<file path="config.mk">
export PLATFORM = sky130hd
export DESIGN_NAME = rsu_top
export DESIGN_NICKNAME = d
export VERILOG_FILES = /design/src/design/rsu_pkg.sv /design/src/design/rsu_top.sv
export SDC_FILE = /design/constraint.sdc
export NUM_CORES = 2
export LEC_CHECK = 0
export BUFFER_PORTS_ARGS = -buffer_cell sky130_fd_sc_hd__buf_2
export CORE_UTILIZATION = 50
export CTS_BUF_LIST = sky130_fd_sc_hd__clkbuf_4
export DETAILED_ROUTE_END_ITERATION = 10
export PLACE_DENSITY = 0.65
export SYNTH_ARGS = -nofsm -noshare
export SYNTH_HDL_FRONTEND = slang
export SYNTH_SLANG_ARGS = --single-unit
export TNS_END_PERCENT = 1
</file>
<file path="constraint.sdc">
create_clock -name clk_i -period 44.9 [get_ports clk_i]
set_input_delay 8.98 -clock clk_i [delete_from_list [all_inputs] [get_ports clk_i]]
set_output_delay 8.98 -clock clk_i [all_outputs]
set_load 0.02 [all_outputs]
</file>
<file path="src/design/rsu_pkg.sv">
// constants and types for the byte rotate and shift unit
// Overview of operation
// - rotate_right_circular moves every bit one place toward bit 0; old bit 0 goes to carry and to bit 7.
// - rotate_right_thru_carry moves every bit toward bit 0; old bit 0 goes to carry, old carry to bit 7.
// - arith_shift_left moves every bit one place toward bit 7 and old bit 7 goes to carry.
// - sign takes result bit 7 and zero is set when the 8-bit result is zero, each cleared otherwise.
// - parity/overflow is set on an even count of one bits; half-carry and subtract are cleared.
// - register field 000..101 selects B, C, D, E, H, L and 111 selects the accumulator.
// - the bit-operation prefix comes first, led by DD or FD for an index register, then d, then opcode.
// - opcode bits 7..3 give the operation (00001, 00011, 00100), bits 2..0 the register or 110 for memory.
// - register form takes 8 states, address_pair memory form 15, indexed memory form 23.
// - indexed address is the index register plus the displacement taken as signed two's complement.
package rsu_pkg;

   // register map, byte addresses on the bus
   localparam logic [7:0] ADR_CODE   = 8'h00;
   localparam logic [7:0] ADR_STATUS = 8'h04;
   localparam logic [7:0] ADR_BCDE   = 8'h08;
   localparam logic [7:0] ADR_HLAF   = 8'h0c;
   localparam logic [7:0] ADR_IDX1   = 8'h10;
   localparam logic [7:0] ADR_IDX2   = 8'h14;
   localparam logic [7:0] ADR_MADDR  = 8'h18;
   localparam logic [7:0] ADR_MDATA  = 8'h1c;

   // status fields
   localparam int ST_BUSY     = 0;
   localparam int ST_ERR      = 1;
   localparam int ST_TCNT_LSB = 8;

   // instruction bytes
   localparam logic [7:0] PFX_BIT  = 8'hcb;
   localparam logic [7:0] PFX_IDX1 = 8'hdd;
   localparam logic [7:0] PFX_IDX2 = 8'hfd;
   localparam logic [4:0] OPF_ROT_CIRC  = 5'h01;
   localparam logic [4:0] OPF_ROT_CARRY = 5'h03;
   localparam logic [4:0] OPF_SHL       = 5'h04;
   localparam logic [2:0] RF_B   = 3'h0;
   localparam logic [2:0] RF_C   = 3'h1;
   localparam logic [2:0] RF_D   = 3'h2;
   localparam logic [2:0] RF_E   = 3'h3;
   localparam logic [2:0] RF_H   = 3'h4;
   localparam logic [2:0] RF_L   = 3'h5;
   localparam logic [2:0] RF_MEM = 3'h6;
   localparam logic [2:0] RF_A   = 3'h7;

   // flag bit positions
   localparam int FB_S  = 7;
   localparam int FB_Z  = 6;
   localparam int FB_H  = 4;
   localparam int FB_PV = 2;
   localparam int FB_N  = 1;
   localparam int FB_C  = 0;

   // execution length in clock states, one state per clock
   localparam int TCNT_W = 5;
   localparam logic [TCNT_W-1:0] T_REG  = 5'h08;
   localparam logic [TCNT_W-1:0] T_PAIR = 5'h0f;
   localparam logic [TCNT_W-1:0] T_IDX  = 5'h17;

   // reset values
   localparam logic [7:0]  RST_BYTE = 8'h00;
   localparam logic [15:0] RST_WORD = 16'h0000;

   typedef enum logic [2:0] {
      DEC_IDLE,
      DEC_IDX_CB,
      DEC_DISP,
      DEC_OP,
      DEC_IDX_OP
   } rsu_dec_t;

   typedef enum logic [1:0] {
      OPK_ROTATE_RIGHT_CIRCULAR,
      OPK_ROTATE_RIGHT_THRU_CARRY,
      OPK_ARITH_SHIFT_LEFT
   } rsu_op_t;

endpackage

</file>
<file path="src/design/rsu_top.sv">
// byte rotate and shift unit with register file, byte memory and wishbone slave
`timescale 1ns/1ps
module rsu_top #(
   parameter int MEM_AW = 8
) (
   // clock and reset
   input  wire logic        clk_i,
   input  wire logic        rst_i,
   // wishbone slave
   input  wire logic        wb_cyc_i,
   input  wire logic        wb_stb_i,
   input  wire logic        wb_we_i,
   input  wire logic [7:0]  wb_adr_i,
   input  wire logic [3:0]  wb_sel_i,
   input  wire logic [31:0] wb_dat_i,
   output logic      [31:0] wb_dat_o,
   output logic             wb_ack_o,
   // execution state
   output logic             busy_o
);
   import rsu_pkg::*;

   logic                req;
   logic                wr;
   logic                code_wr;
   logic [7:0]          cbyte;
   logic [4:0]          op_field;
   logic [2:0]          rf;
   logic                op_ok;
   logic                byte_ok;
   logic                start;
   logic                bad;
   logic                is_mem;
   logic [15:0]         idx_val;
   logic [15:0]         ea;
   logic [7:0]          src;
   logic                cin;
   rsu_op_t             kind;
   logic [7:0]          next_res;
   logic                next_co;
   logic [7:0]          next_flags;
   logic [TCNT_W-1:0]   tlen;
   logic [31:0]         next_rdata;

   rsu_dec_t            dstate;
   logic                use_idx;
   logic                use_idx2;
   logic [7:0]          disp;
   logic [TCNT_W-1:0]   tcnt;
   logic [7:0]          res_q;
   logic [7:0]          flags_q;
   logic                dest_mem;
   logic [2:0]          dest_r;
   logic [MEM_AW-1:0]   dest_addr;
   logic                err;
   logic [15:0]         idx1;
   logic [15:0]         idx2;
   logic [15:0]         maddr;
   // slot 6 has no register code, so it holds the flags
   logic [7:0]          gpr [0:7];
   logic [7:0]          mem [0:(2**MEM_AW)-1];

   // one wait state: ack rises the cycle after the request appears
   assign req     = wb_cyc_i & wb_stb_i & ~wb_ack_o;
   assign wr      = req & wb_we_i;
   assign code_wr = wr & (wb_adr_i == ADR_CODE) & wb_sel_i[0];
   assign cbyte   = wb_dat_i[7:0];
   assign busy_o  = (tcnt != '0);

   // decode of the byte being fed in
   assign op_field = cbyte[7:3];
   assign rf       = cbyte[2:0];
   assign op_ok    = (op_field == OPF_ROT_CIRC) || (op_field == OPF_ROT_CARRY) ||
                     (op_field == OPF_SHL);

   always_comb begin
      byte_ok = 1'b0;
      case (dstate)
         DEC_IDLE:   byte_ok = (cbyte == PFX_BIT) || (cbyte == PFX_IDX1) ||
                               (cbyte == PFX_IDX2);
         DEC_IDX_CB: byte_ok = (cbyte == PFX_BIT);
         DEC_DISP:   byte_ok = 1'b1;
         DEC_OP:     byte_ok = op_ok;
         DEC_IDX_OP: byte_ok = op_ok && (rf == RF_MEM);
         default:    byte_ok = 1'b0;
      endcase
   end

   // a byte fed in while busy is dropped and flagged
   assign bad   = code_wr & (busy_o | ~byte_ok);
   assign start = code_wr & ~busy_o & byte_ok &
                  ((dstate == DEC_OP) || (dstate == DEC_IDX_OP));

   // operand location
   assign is_mem  = (dstate == DEC_IDX_OP) || (rf == RF_MEM);
   assign idx_val = use_idx2 ? idx2 : idx1;
   assign ea      = use_idx ? idx_val + {{8{disp[7]}}, disp}
                            : {gpr[RF_H], gpr[RF_L]};
   assign src     = is_mem ? mem[ea[MEM_AW-1:0]] : gpr[rf];
   assign cin     = gpr[RF_MEM][FB_C];
   assign tlen    = (dstate == DEC_IDX_OP) ? T_IDX :
                    (rf == RF_MEM) ? T_PAIR : T_REG;

   always_comb begin
      case (op_field)
         OPF_ROT_CIRC:  kind = OPK_ROTATE_RIGHT_CIRCULAR;
         OPF_ROT_CARRY: kind = OPK_ROTATE_RIGHT_THRU_CARRY;
         default:       kind = OPK_ARITH_SHIFT_LEFT;
      endcase
   end

   // the shift itself
   always_comb begin
      case (kind)
         OPK_ROTATE_RIGHT_CIRCULAR: begin
            next_res = {src[0], src[7:1]};
            next_co  = src[0];
         end
         OPK_ROTATE_RIGHT_THRU_CARRY: begin
            next_res = {cin, src[7:1]};
            next_co  = src[0];
         end
         OPK_ARITH_SHIFT_LEFT: begin
            next_res = {src[6:0], 1'b0};
            next_co  = src[7];
         end
         default: begin
            next_res = src;
            next_co  = cin;
         end
      endcase
   end

   // bits 5 and 3 of the flags keep their old value
   always_comb begin
      next_flags        = gpr[RF_MEM];
      next_flags[FB_S]  = next_res[7];
      next_flags[FB_Z]  = (next_res == 8'h00);
      next_flags[FB_H]  = 1'b0;
      next_flags[FB_PV] = ~^next_res;
      next_flags[FB_N]  = 1'b0;
      next_flags[FB_C]  = next_co;
   end

   // instruction byte sequencing
   always_ff @(posedge clk_i) begin
      if (rst_i) begin
         dstate   <= DEC_IDLE;
         use_idx  <= 1'b0;
         use_idx2 <= 1'b0;
         disp     <= RST_BYTE;
      end else if (code_wr && !busy_o) begin
         if (!byte_ok) begin
            dstate <= DEC_IDLE;
         end else begin
            case (dstate)
               DEC_IDLE: begin
                  use_idx  <= (cbyte != PFX_BIT);
                  use_idx2 <= (cbyte == PFX_IDX2);
                  dstate   <= (cbyte == PFX_BIT) ? DEC_OP : DEC_IDX_CB;
               end
               DEC_IDX_CB: dstate <= DEC_DISP;
               DEC_DISP: begin
                  disp   <= cbyte;
                  dstate <= DEC_IDX_OP;
               end
               DEC_OP:     dstate <= DEC_IDLE;
               DEC_IDX_OP: dstate <= DEC_IDLE;
               default:    dstate <= DEC_IDLE;
            endcase
         end
      end
   end

   // execution timer and latched result
   always_ff @(posedge clk_i) begin
      if (rst_i) begin
         tcnt      <= '0;
         res_q     <= RST_BYTE;
         flags_q   <= RST_BYTE;
         dest_mem  <= 1'b0;
         dest_r    <= RF_B;
         dest_addr <= '0;
      end else if (start) begin
         tcnt      <= tlen;
         res_q     <= next_res;
         flags_q   <= next_flags;
         dest_mem  <= is_mem;
         dest_r    <= rf;
         dest_addr <= ea[MEM_AW-1:0];
      end else if (tcnt != '0) begin
         tcnt <= tcnt - 1'b1;
      end
   end

   // sticky error, set wins over a write-one clear
   always_ff @(posedge clk_i) begin
      if (rst_i) begin
         err <= 1'b0;
      end else if (bad) begin
         err <= 1'b1;
      end else if (wr && wb_adr_i == ADR_STATUS && wb_sel_i[0] && wb_dat_i[ST_ERR]) begin
         err <= 1'b0;
      end
   end

   // register file; the commit at the last state beats a bus write
   always_ff @(posedge clk_i) begin
      if (rst_i) begin
         for (int i = 0; i < 8; i++) begin
            gpr[i] <= RST_BYTE;
         end
      end else begin
         if (wr && wb_adr_i == ADR_BCDE) begin
            if (wb_sel_i[3]) gpr[RF_B] <= wb_dat_i[31:24];
            if (wb_sel_i[2]) gpr[RF_C] <= wb_dat_i[23:16];
            if (wb_sel_i[1]) gpr[RF_D] <= wb_dat_i[15:8];
            if (wb_sel_i[0]) gpr[RF_E] <= wb_dat_i[7:0];
         end
         if (wr && wb_adr_i == ADR_HLAF) begin
            if (wb_sel_i[3]) gpr[RF_H]   <= wb_dat_i[31:24];
            if (wb_sel_i[2]) gpr[RF_L]   <= wb_dat_i[23:16];
            if (wb_sel_i[1]) gpr[RF_A]   <= wb_dat_i[15:8];
            if (wb_sel_i[0]) gpr[RF_MEM] <= wb_dat_i[7:0];
         end
         if (tcnt == 5'h01) begin
            gpr[RF_MEM] <= flags_q;
            if (!dest_mem) begin
               gpr[dest_r] <= res_q;
            end
         end
      end
   end

   // index registers
   always_ff @(posedge clk_i) begin
      if (rst_i) begin
         idx1 <= RST_WORD;
         idx2 <= RST_WORD;
      end else if (wr) begin
         if (wb_adr_i == ADR_IDX1 && wb_sel_i[0]) idx1[7:0]  <= wb_dat_i[7:0];
         if (wb_adr_i == ADR_IDX1 && wb_sel_i[1]) idx1[15:8] <= wb_dat_i[15:8];
         if (wb_adr_i == ADR_IDX2 && wb_sel_i[0]) idx2[7:0]  <= wb_dat_i[7:0];
         if (wb_adr_i == ADR_IDX2 && wb_sel_i[1]) idx2[15:8] <= wb_dat_i[15:8];
      end
   end

   // memory window pointer, steps after every data access
   always_ff @(posedge clk_i) begin
      if (rst_i) begin
         maddr <= RST_WORD;
      end else if (req && wb_adr_i == ADR_MDATA) begin
         maddr <= maddr + 16'h0001;
      end else if (wr && wb_adr_i == ADR_MADDR) begin
         if (wb_sel_i[0]) maddr[7:0]  <= wb_dat_i[7:0];
         if (wb_sel_i[1]) maddr[15:8] <= wb_dat_i[15:8];
      end
   end

   // byte memory; only the low address bits decode, so it aliases upward
   always_ff @(posedge clk_i) begin
      if (tcnt == 5'h01 && dest_mem) begin
         mem[dest_addr] <= res_q;
      end else if (wr && wb_adr_i == ADR_MDATA && wb_sel_i[0]) begin
         mem[maddr[MEM_AW-1:0]] <= wb_dat_i[7:0];
      end
   end

   // read mux, unmapped addresses read zero
   always_comb begin
      next_rdata = 32'h0000_0000;
      case (wb_adr_i)
         ADR_STATUS: begin
            next_rdata[ST_BUSY] = busy_o;
            next_rdata[ST_ERR]  = err;
            next_rdata[ST_TCNT_LSB +: TCNT_W] = tcnt;
         end
         ADR_BCDE:  next_rdata = {gpr[RF_B], gpr[RF_C], gpr[RF_D], gpr[RF_E]};
         ADR_HLAF:  next_rdata = {gpr[RF_H], gpr[RF_L], gpr[RF_A], gpr[RF_MEM]};
         ADR_IDX1:  next_rdata = {16'h0000, idx1};
         ADR_IDX2:  next_rdata = {16'h0000, idx2};
         ADR_MADDR: next_rdata = {16'h0000, maddr};
         ADR_MDATA: next_rdata = {24'h000000, mem[maddr[MEM_AW-1:0]]};
         default:   next_rdata = 32'h0000_0000;
      endcase
   end

   // bus answer
   always_ff @(posedge clk_i) begin
      if (rst_i) begin
         wb_ack_o <= 1'b0;
         wb_dat_o <= 32'h0000_0000;
      end else begin
         wb_ack_o <= req;
         if (req && !wb_we_i) begin
            wb_dat_o <= next_rdata;
         end
      end
   end

endmodule

</file>
== After elaboration in Yosys (flattened, before gate mapping) ==
Memory sizes are Yosys's and may differ from the RTL's. A register that Yosys moved wholly into a read port is not among the register bits.
Index checks and enable logic that the tools add are counted.

* Register bits: 126
* Memory bits (writable): 2112
* Input port bits: 49
* Output and inout port bits: 34
* Memories kept: 2

* Add/sub/neg operators: 3
* Eq/ne operators: 22
* Mux-type cells: 80
* Bitwise gates (word level): 22
* Reduce and logical (&&, ||, !) cells: 46

{| class="wikitable"
|+ Memory list
! memory !! depth !! width !! read ports !! clocked after Yosys merged registers in !! wr ports !! line !! text
|-
| mem || 256 || 8 || 2 || 1 || 1 || rsu_top.sv:61 || <nowiki>logic [7:0] mem [0:(2**MEM_AW)-1];</nowiki>
|-
| gpr || 8 || 8 || 9 || 0 || 9 || rsu_top.sv:60 || <nowiki>logic [7:0] gpr [0:7];</nowiki>
|}

{| class="wikitable"
|+ Operator list
! cell !! number
|-
| 8-bit two-way mux || 18
|-
| 19-bit one-hot mux with 5 select lines || 1
|-
| 1-bit two-way mux || 45
|-
| 6-bit one-hot mux with 6 select lines || 1
|-
| 8-bit by 5-bit == test with 1-bit output (second input constant) || 4
|-
| 16-bit two-way mux || 2
|-
| 5-bit one-hot mux with 6 select lines || 1
|-
| 8-bit == test (second input constant) || 3
|-
| 8-bit one-hot mux with 3 select lines || 1
|-
| 1-bit logical AND || 17
|-
| 16-bit by 1-bit adder with 16-bit output (second input constant) || 1
|-
| 8-bit by 4-bit == test with 1-bit output (second input constant) || 2
|-
| 8-bit logical NOT || 2
|-
| 5-bit two-way mux || 3
|-
| 2-bit one-hot mux with 7 select lines || 1
|-
| 2-bit AND reduction || 6
|-
| 5-bit by 1-bit == test with 1-bit output (second input constant) || 2
|-
| 1-bit bitwise OR || 10
|-
| 2-bit nonzero test || 5
|-
| 1-bit AND || 9
|-
| 3-bit one-hot mux with 3 select lines || 1
|-
| 8-bit adder || 1
|-
| 8-bit by 3-bit == test with 1-bit output (second input constant) || 1
|-
| 8-bit != test (second input constant) || 1
|-
| other kinds (23) || 35
|}

== Longest topological paths before layout ==
* Depth after elaboration: 10
* Mapped depth: 24
* Depth with buffers taken out: 18

== Worst setup path before layout ==
Ideal clock, no wire load.

* Path type: input to register
* Start point: in wb_adr_i[0]
* End point: mem mem[0][0] (data pin)
* Data arrival time: 20.621 ns
* Slack: 22.091 ns
* Stages: 9
* Buffers on the path: 3
* Cells stage by stage: or4_1 nor2_1 and2_1 nand3_1 a211o_1 clkbuf_1 clkbuf_1 clkbuf_1 o21ai_0

* Cells in the longest elaborated chain, start to end: 8

{| class="wikitable"
|+ RTL lines
! item !! line !! text
|-
| from (decl) || rsu_top.sv:13 || <nowiki>input wire logic [7:0] wb_adr_i,</nowiki>
|-
| 8-bit by 5-bit == test with 1-bit output || rsu_top.sv:264 || <nowiki>end else if (wr && wb_adr_i == ADR_MDATA && wb_sel_i[0]) begin</nowiki>
|-
| 1-bit logical AND (2 in a row) || rsu_top.sv:264 ||
|-
| 1-bit two-way mux || rsu_top.sv:264 ||
|-
| 1-bit two-way mux || rsu_top.sv:262 || <nowiki>if (tcnt == 5'h01 && dest_mem) begin</nowiki>
|-
| 1-bit two-way mux (not written as such) || rsu_top.sv:265 || <nowiki>mem[maddr[MEM_AW-1:0]] <= wb_dat_i[7:0];</nowiki>
|-
| 8-bit OR reduction (no line) || n/a ||
|-
| 8-bit two-way mux (no line) || n/a ||
|-
| to (decl) || rsu_top.sv:61 ||
|}

Every way passes these cells.

== Final worst setup path ==
* Start point: in wb_adr_i[0]
* End point: mem mem[57][2] (data pin)

The elaborated chain is that of the path after synthesis.

==> flow_summary.yaml <==
setup_path:
  critical_path_class: "in2reg"
  crit_start: "wb_adr_i[0]"
  cp-start-kind: "primary input"
  critPathArrivalTime_ns: 14.34
  end_kind: "flop"
  timing.rr.start: "use_idx2"
  critPathCapture: "mem[57][2]"
  reg2reg_slack_ns: 36.01
  rr_worst_depth: 22
  r2r_end: "flags_q[2]"
  cp.required_ns: 45.94
  critPathMaxFanout: 73
logic_synthesis:
  synth.distinct_cells: 98
  postSynthCellCount: 6433
  synthesis.area_um2: 108000
  ys_ff_latch: 2245
  synth-main-ff-cell: "edfxtp_1"
  ys_async_sr_fraction: 0
  yosys_warnings: 0
  synth-edff-count: 2112
  synth.avg_cell_area_um2: 16.7
  yosysSeqAreaShare: 0.614
  synth_nets: 6497
global_route:
  antenna_found_initial: 27
  grt_pass1_wl_mm: 517
  grt_overflow_total: 0
  grt_max_degree: 157
  grt_usage: 0.340
  first_global_vias: 68158
layout:
  final_cell_mix: "edfxtp_1 (2112), mux4_2 (1100), clkbuf_4 (833)"
  fillers: 16807
  drive_above_1_share: 0.323
  utilization: 0.553
  final_common_cell: "edfxtp_1"
  layout.cells.non_filler: 10026
  area_growth_pct: 9.51
  nets: 6826
  final_area_um2: 118000
detailed_routing:
  antenna_left: 0
  drtPass1Iterations: 9
  drc_errors: 0
  drt_iter0_drc: 10261
  wire_per_inst_um: 36.9
  viasPerCell: 6.98
  via_count: 69995
  drt_wl_total_mm: 369
clock_network:
  clock_latency_ns: 1.48
  cts.sinks: 2245
  clk_pin_slew_ns: 0.06
  cts_htree_levels: 6
  root_buffer: "clkbuf_4"
  cts_setup_buffers: 0
  cts_max_path_buffers: 4
  ctsResizeCount: 0
  postCtsHoldBufs: 0
  cts_tree: "yes"
  cts_buffers: 605
power:
  powerDensity_nw_per_um2: 35.8
  max-vdd-ir-drop_v: 0.0000332
  leakagePower_nw: 31.2
timing:
  finalWorstSetupSlack_ns: 31.60
  rsz0062_at_grt: "no"
  tns_ns: 0
  min_period_ns: 13.30
  setup_viol: 0
  slew_headroom: 0.0938
  skew_ns: 0.129
  finalHoldViolCount: 0
  drv_slew: 0
  min_period_over_period: 0.296
  fmax_mhz: 75.2
  worst_slew_pin_slew_ns: 1.35
place:
  place.gp.congestion: 0.963
  dp_hpwl_mm: 237
  numPortBuffers: 82
  post-place-ws_ns: 30.13
  dpl_cell_area_um2: 111000
  dp.cells: 8976
worst_hold_path:
  hold_path.class: "reg2reg"
floorplanning:
  core-area_um2: 213000
  row_count: 169
  fp.dieH_um: 466
  start_util: 0.505
  io_pins: 83
  die_width_um: 466
  die-area_um2: 217000
status:
  status: "completed"
run:
  drv_cap: 0
## layer usage
layer	part of all wire	vias to the layer above	global-route usage
met2	0.44	5542	0.494
li1	-	27454	-
met3	0.14	972	0.123
met1	0.36	35995	0.451
met4	0.057	32	0.175
met5	0.00097	-	0.00549
## critical path, stage by stage
cell      delay, ns
buf_2          0.09
or4_1          0.53
nor2_1         0.14
and2_1         0.25
nand3_1        0.42
a211oi_2       0.30
buf_4          0.34
nand2_1        0.15
nand2_4        0.56
buf_4          0.78
buf_4          0.88
buf_4          0.82
## power by group
group	internal, mW	leakage, nW	switching (mW)
sequential	2.26	15.9	0.00654
clock	0.915	4.35	0.877
combinational	0.0489	10.9	0.112
## synth_stat cells, types with 42 or more instances
cell type | n | area [um^2]
edfxtp_1 | 2112 | 63400
o21ai_0 | 59 | 295
a22o_1 | 60 | 526
a21oi_1 | 167 | 836
buf_4 | 44 | 330
mux4_2 | 1100 | 24800
mux2i_1 | 160 | 1600
nor3_1 | 55 | 275
buf_2 | 152 | 761
dfxtp_1 | 133 | 2660
nor2_1 | 413 | 1550
clkbuf_1 | 228 | 856
nand3_1 | 275 | 1380
a211oi_1 | 64 | 480
a32oi_1 | 42 | 368
nand2_1 | 779 | 2920
## cells by family (layout without fill, tap and decap cells)
family                     after synthesis  count (layout)  share of synthesized area
AOI/OAI and AO/OA                      617             617                     0.0403
DFF                                   2245            2245                      0.614
adders and majority gates               15              15                    0.00181
other                                    0              28                          0
xor gates and xnor gates                 8               8                   0.000651
buffers and inverters                  529            1273                     0.0257
and+or+nand+nor                       1731            1731                     0.0700
muxes                                 1288            1288                      0.248
## flip-flops by register name (all words and copies together), names as in the netlist, 3 cells and up, named ones only
signal     cells
dest_addr      8
dest_r         3
disp           8
dstate         3
flags_q        5
gpr           64
idx1          16
idx2          16
maddr         16
mem         2048
res_q          8
tcnt           5
wb_dat_o      32
## metrics by stage
step	hold slack [ns]	total power, mW
5_1_grt	0.496	4.34
4_1_cts	0.468	4.23
2_1_floorplan	0.432	2.41
6_report	0.465	4.22
3_3_place_gp	0.439	2.47
3_5_place_dp	0.458	2.47
## worst min path at each step
stage	from	end	slack [ns]	cells past startpoint
3_5_place_dp	flags_q[5]	flags_q[5]	0.46	2
4_1_cts	flags_q[2]	flags_q[2]	0.47	2
5_1_grt	flags_q[2]	flags_q[2]	0.50	2
6_report	flags_q[2]	flags_q[2]	0.47	2
3_3_place_gp	flags_q[3]	flags_q[3]	0.44	2
2_1_floorplan	flags_q[2]	flags_q[2]	0.43	2
## layout make-up
type / count / area [um^2] / area share
clock inverter: 189 / 1040 / 0.00878
timing repair buffer: 232 / 1730 / 0.0146
antenna: 28 / 70.1 / 0.000594
inverter: 19 / 71.3 / 0.000605
sequential: 2245 / 66100 / 0.561
tap: 2821 / 3530 / 0.0299
multi-input combinational: 3659 / 39100 / 0.332
clock buffer: 833 / 6250 / 0.0530
No activity file was read; power rests on OpenSTA's default activity.
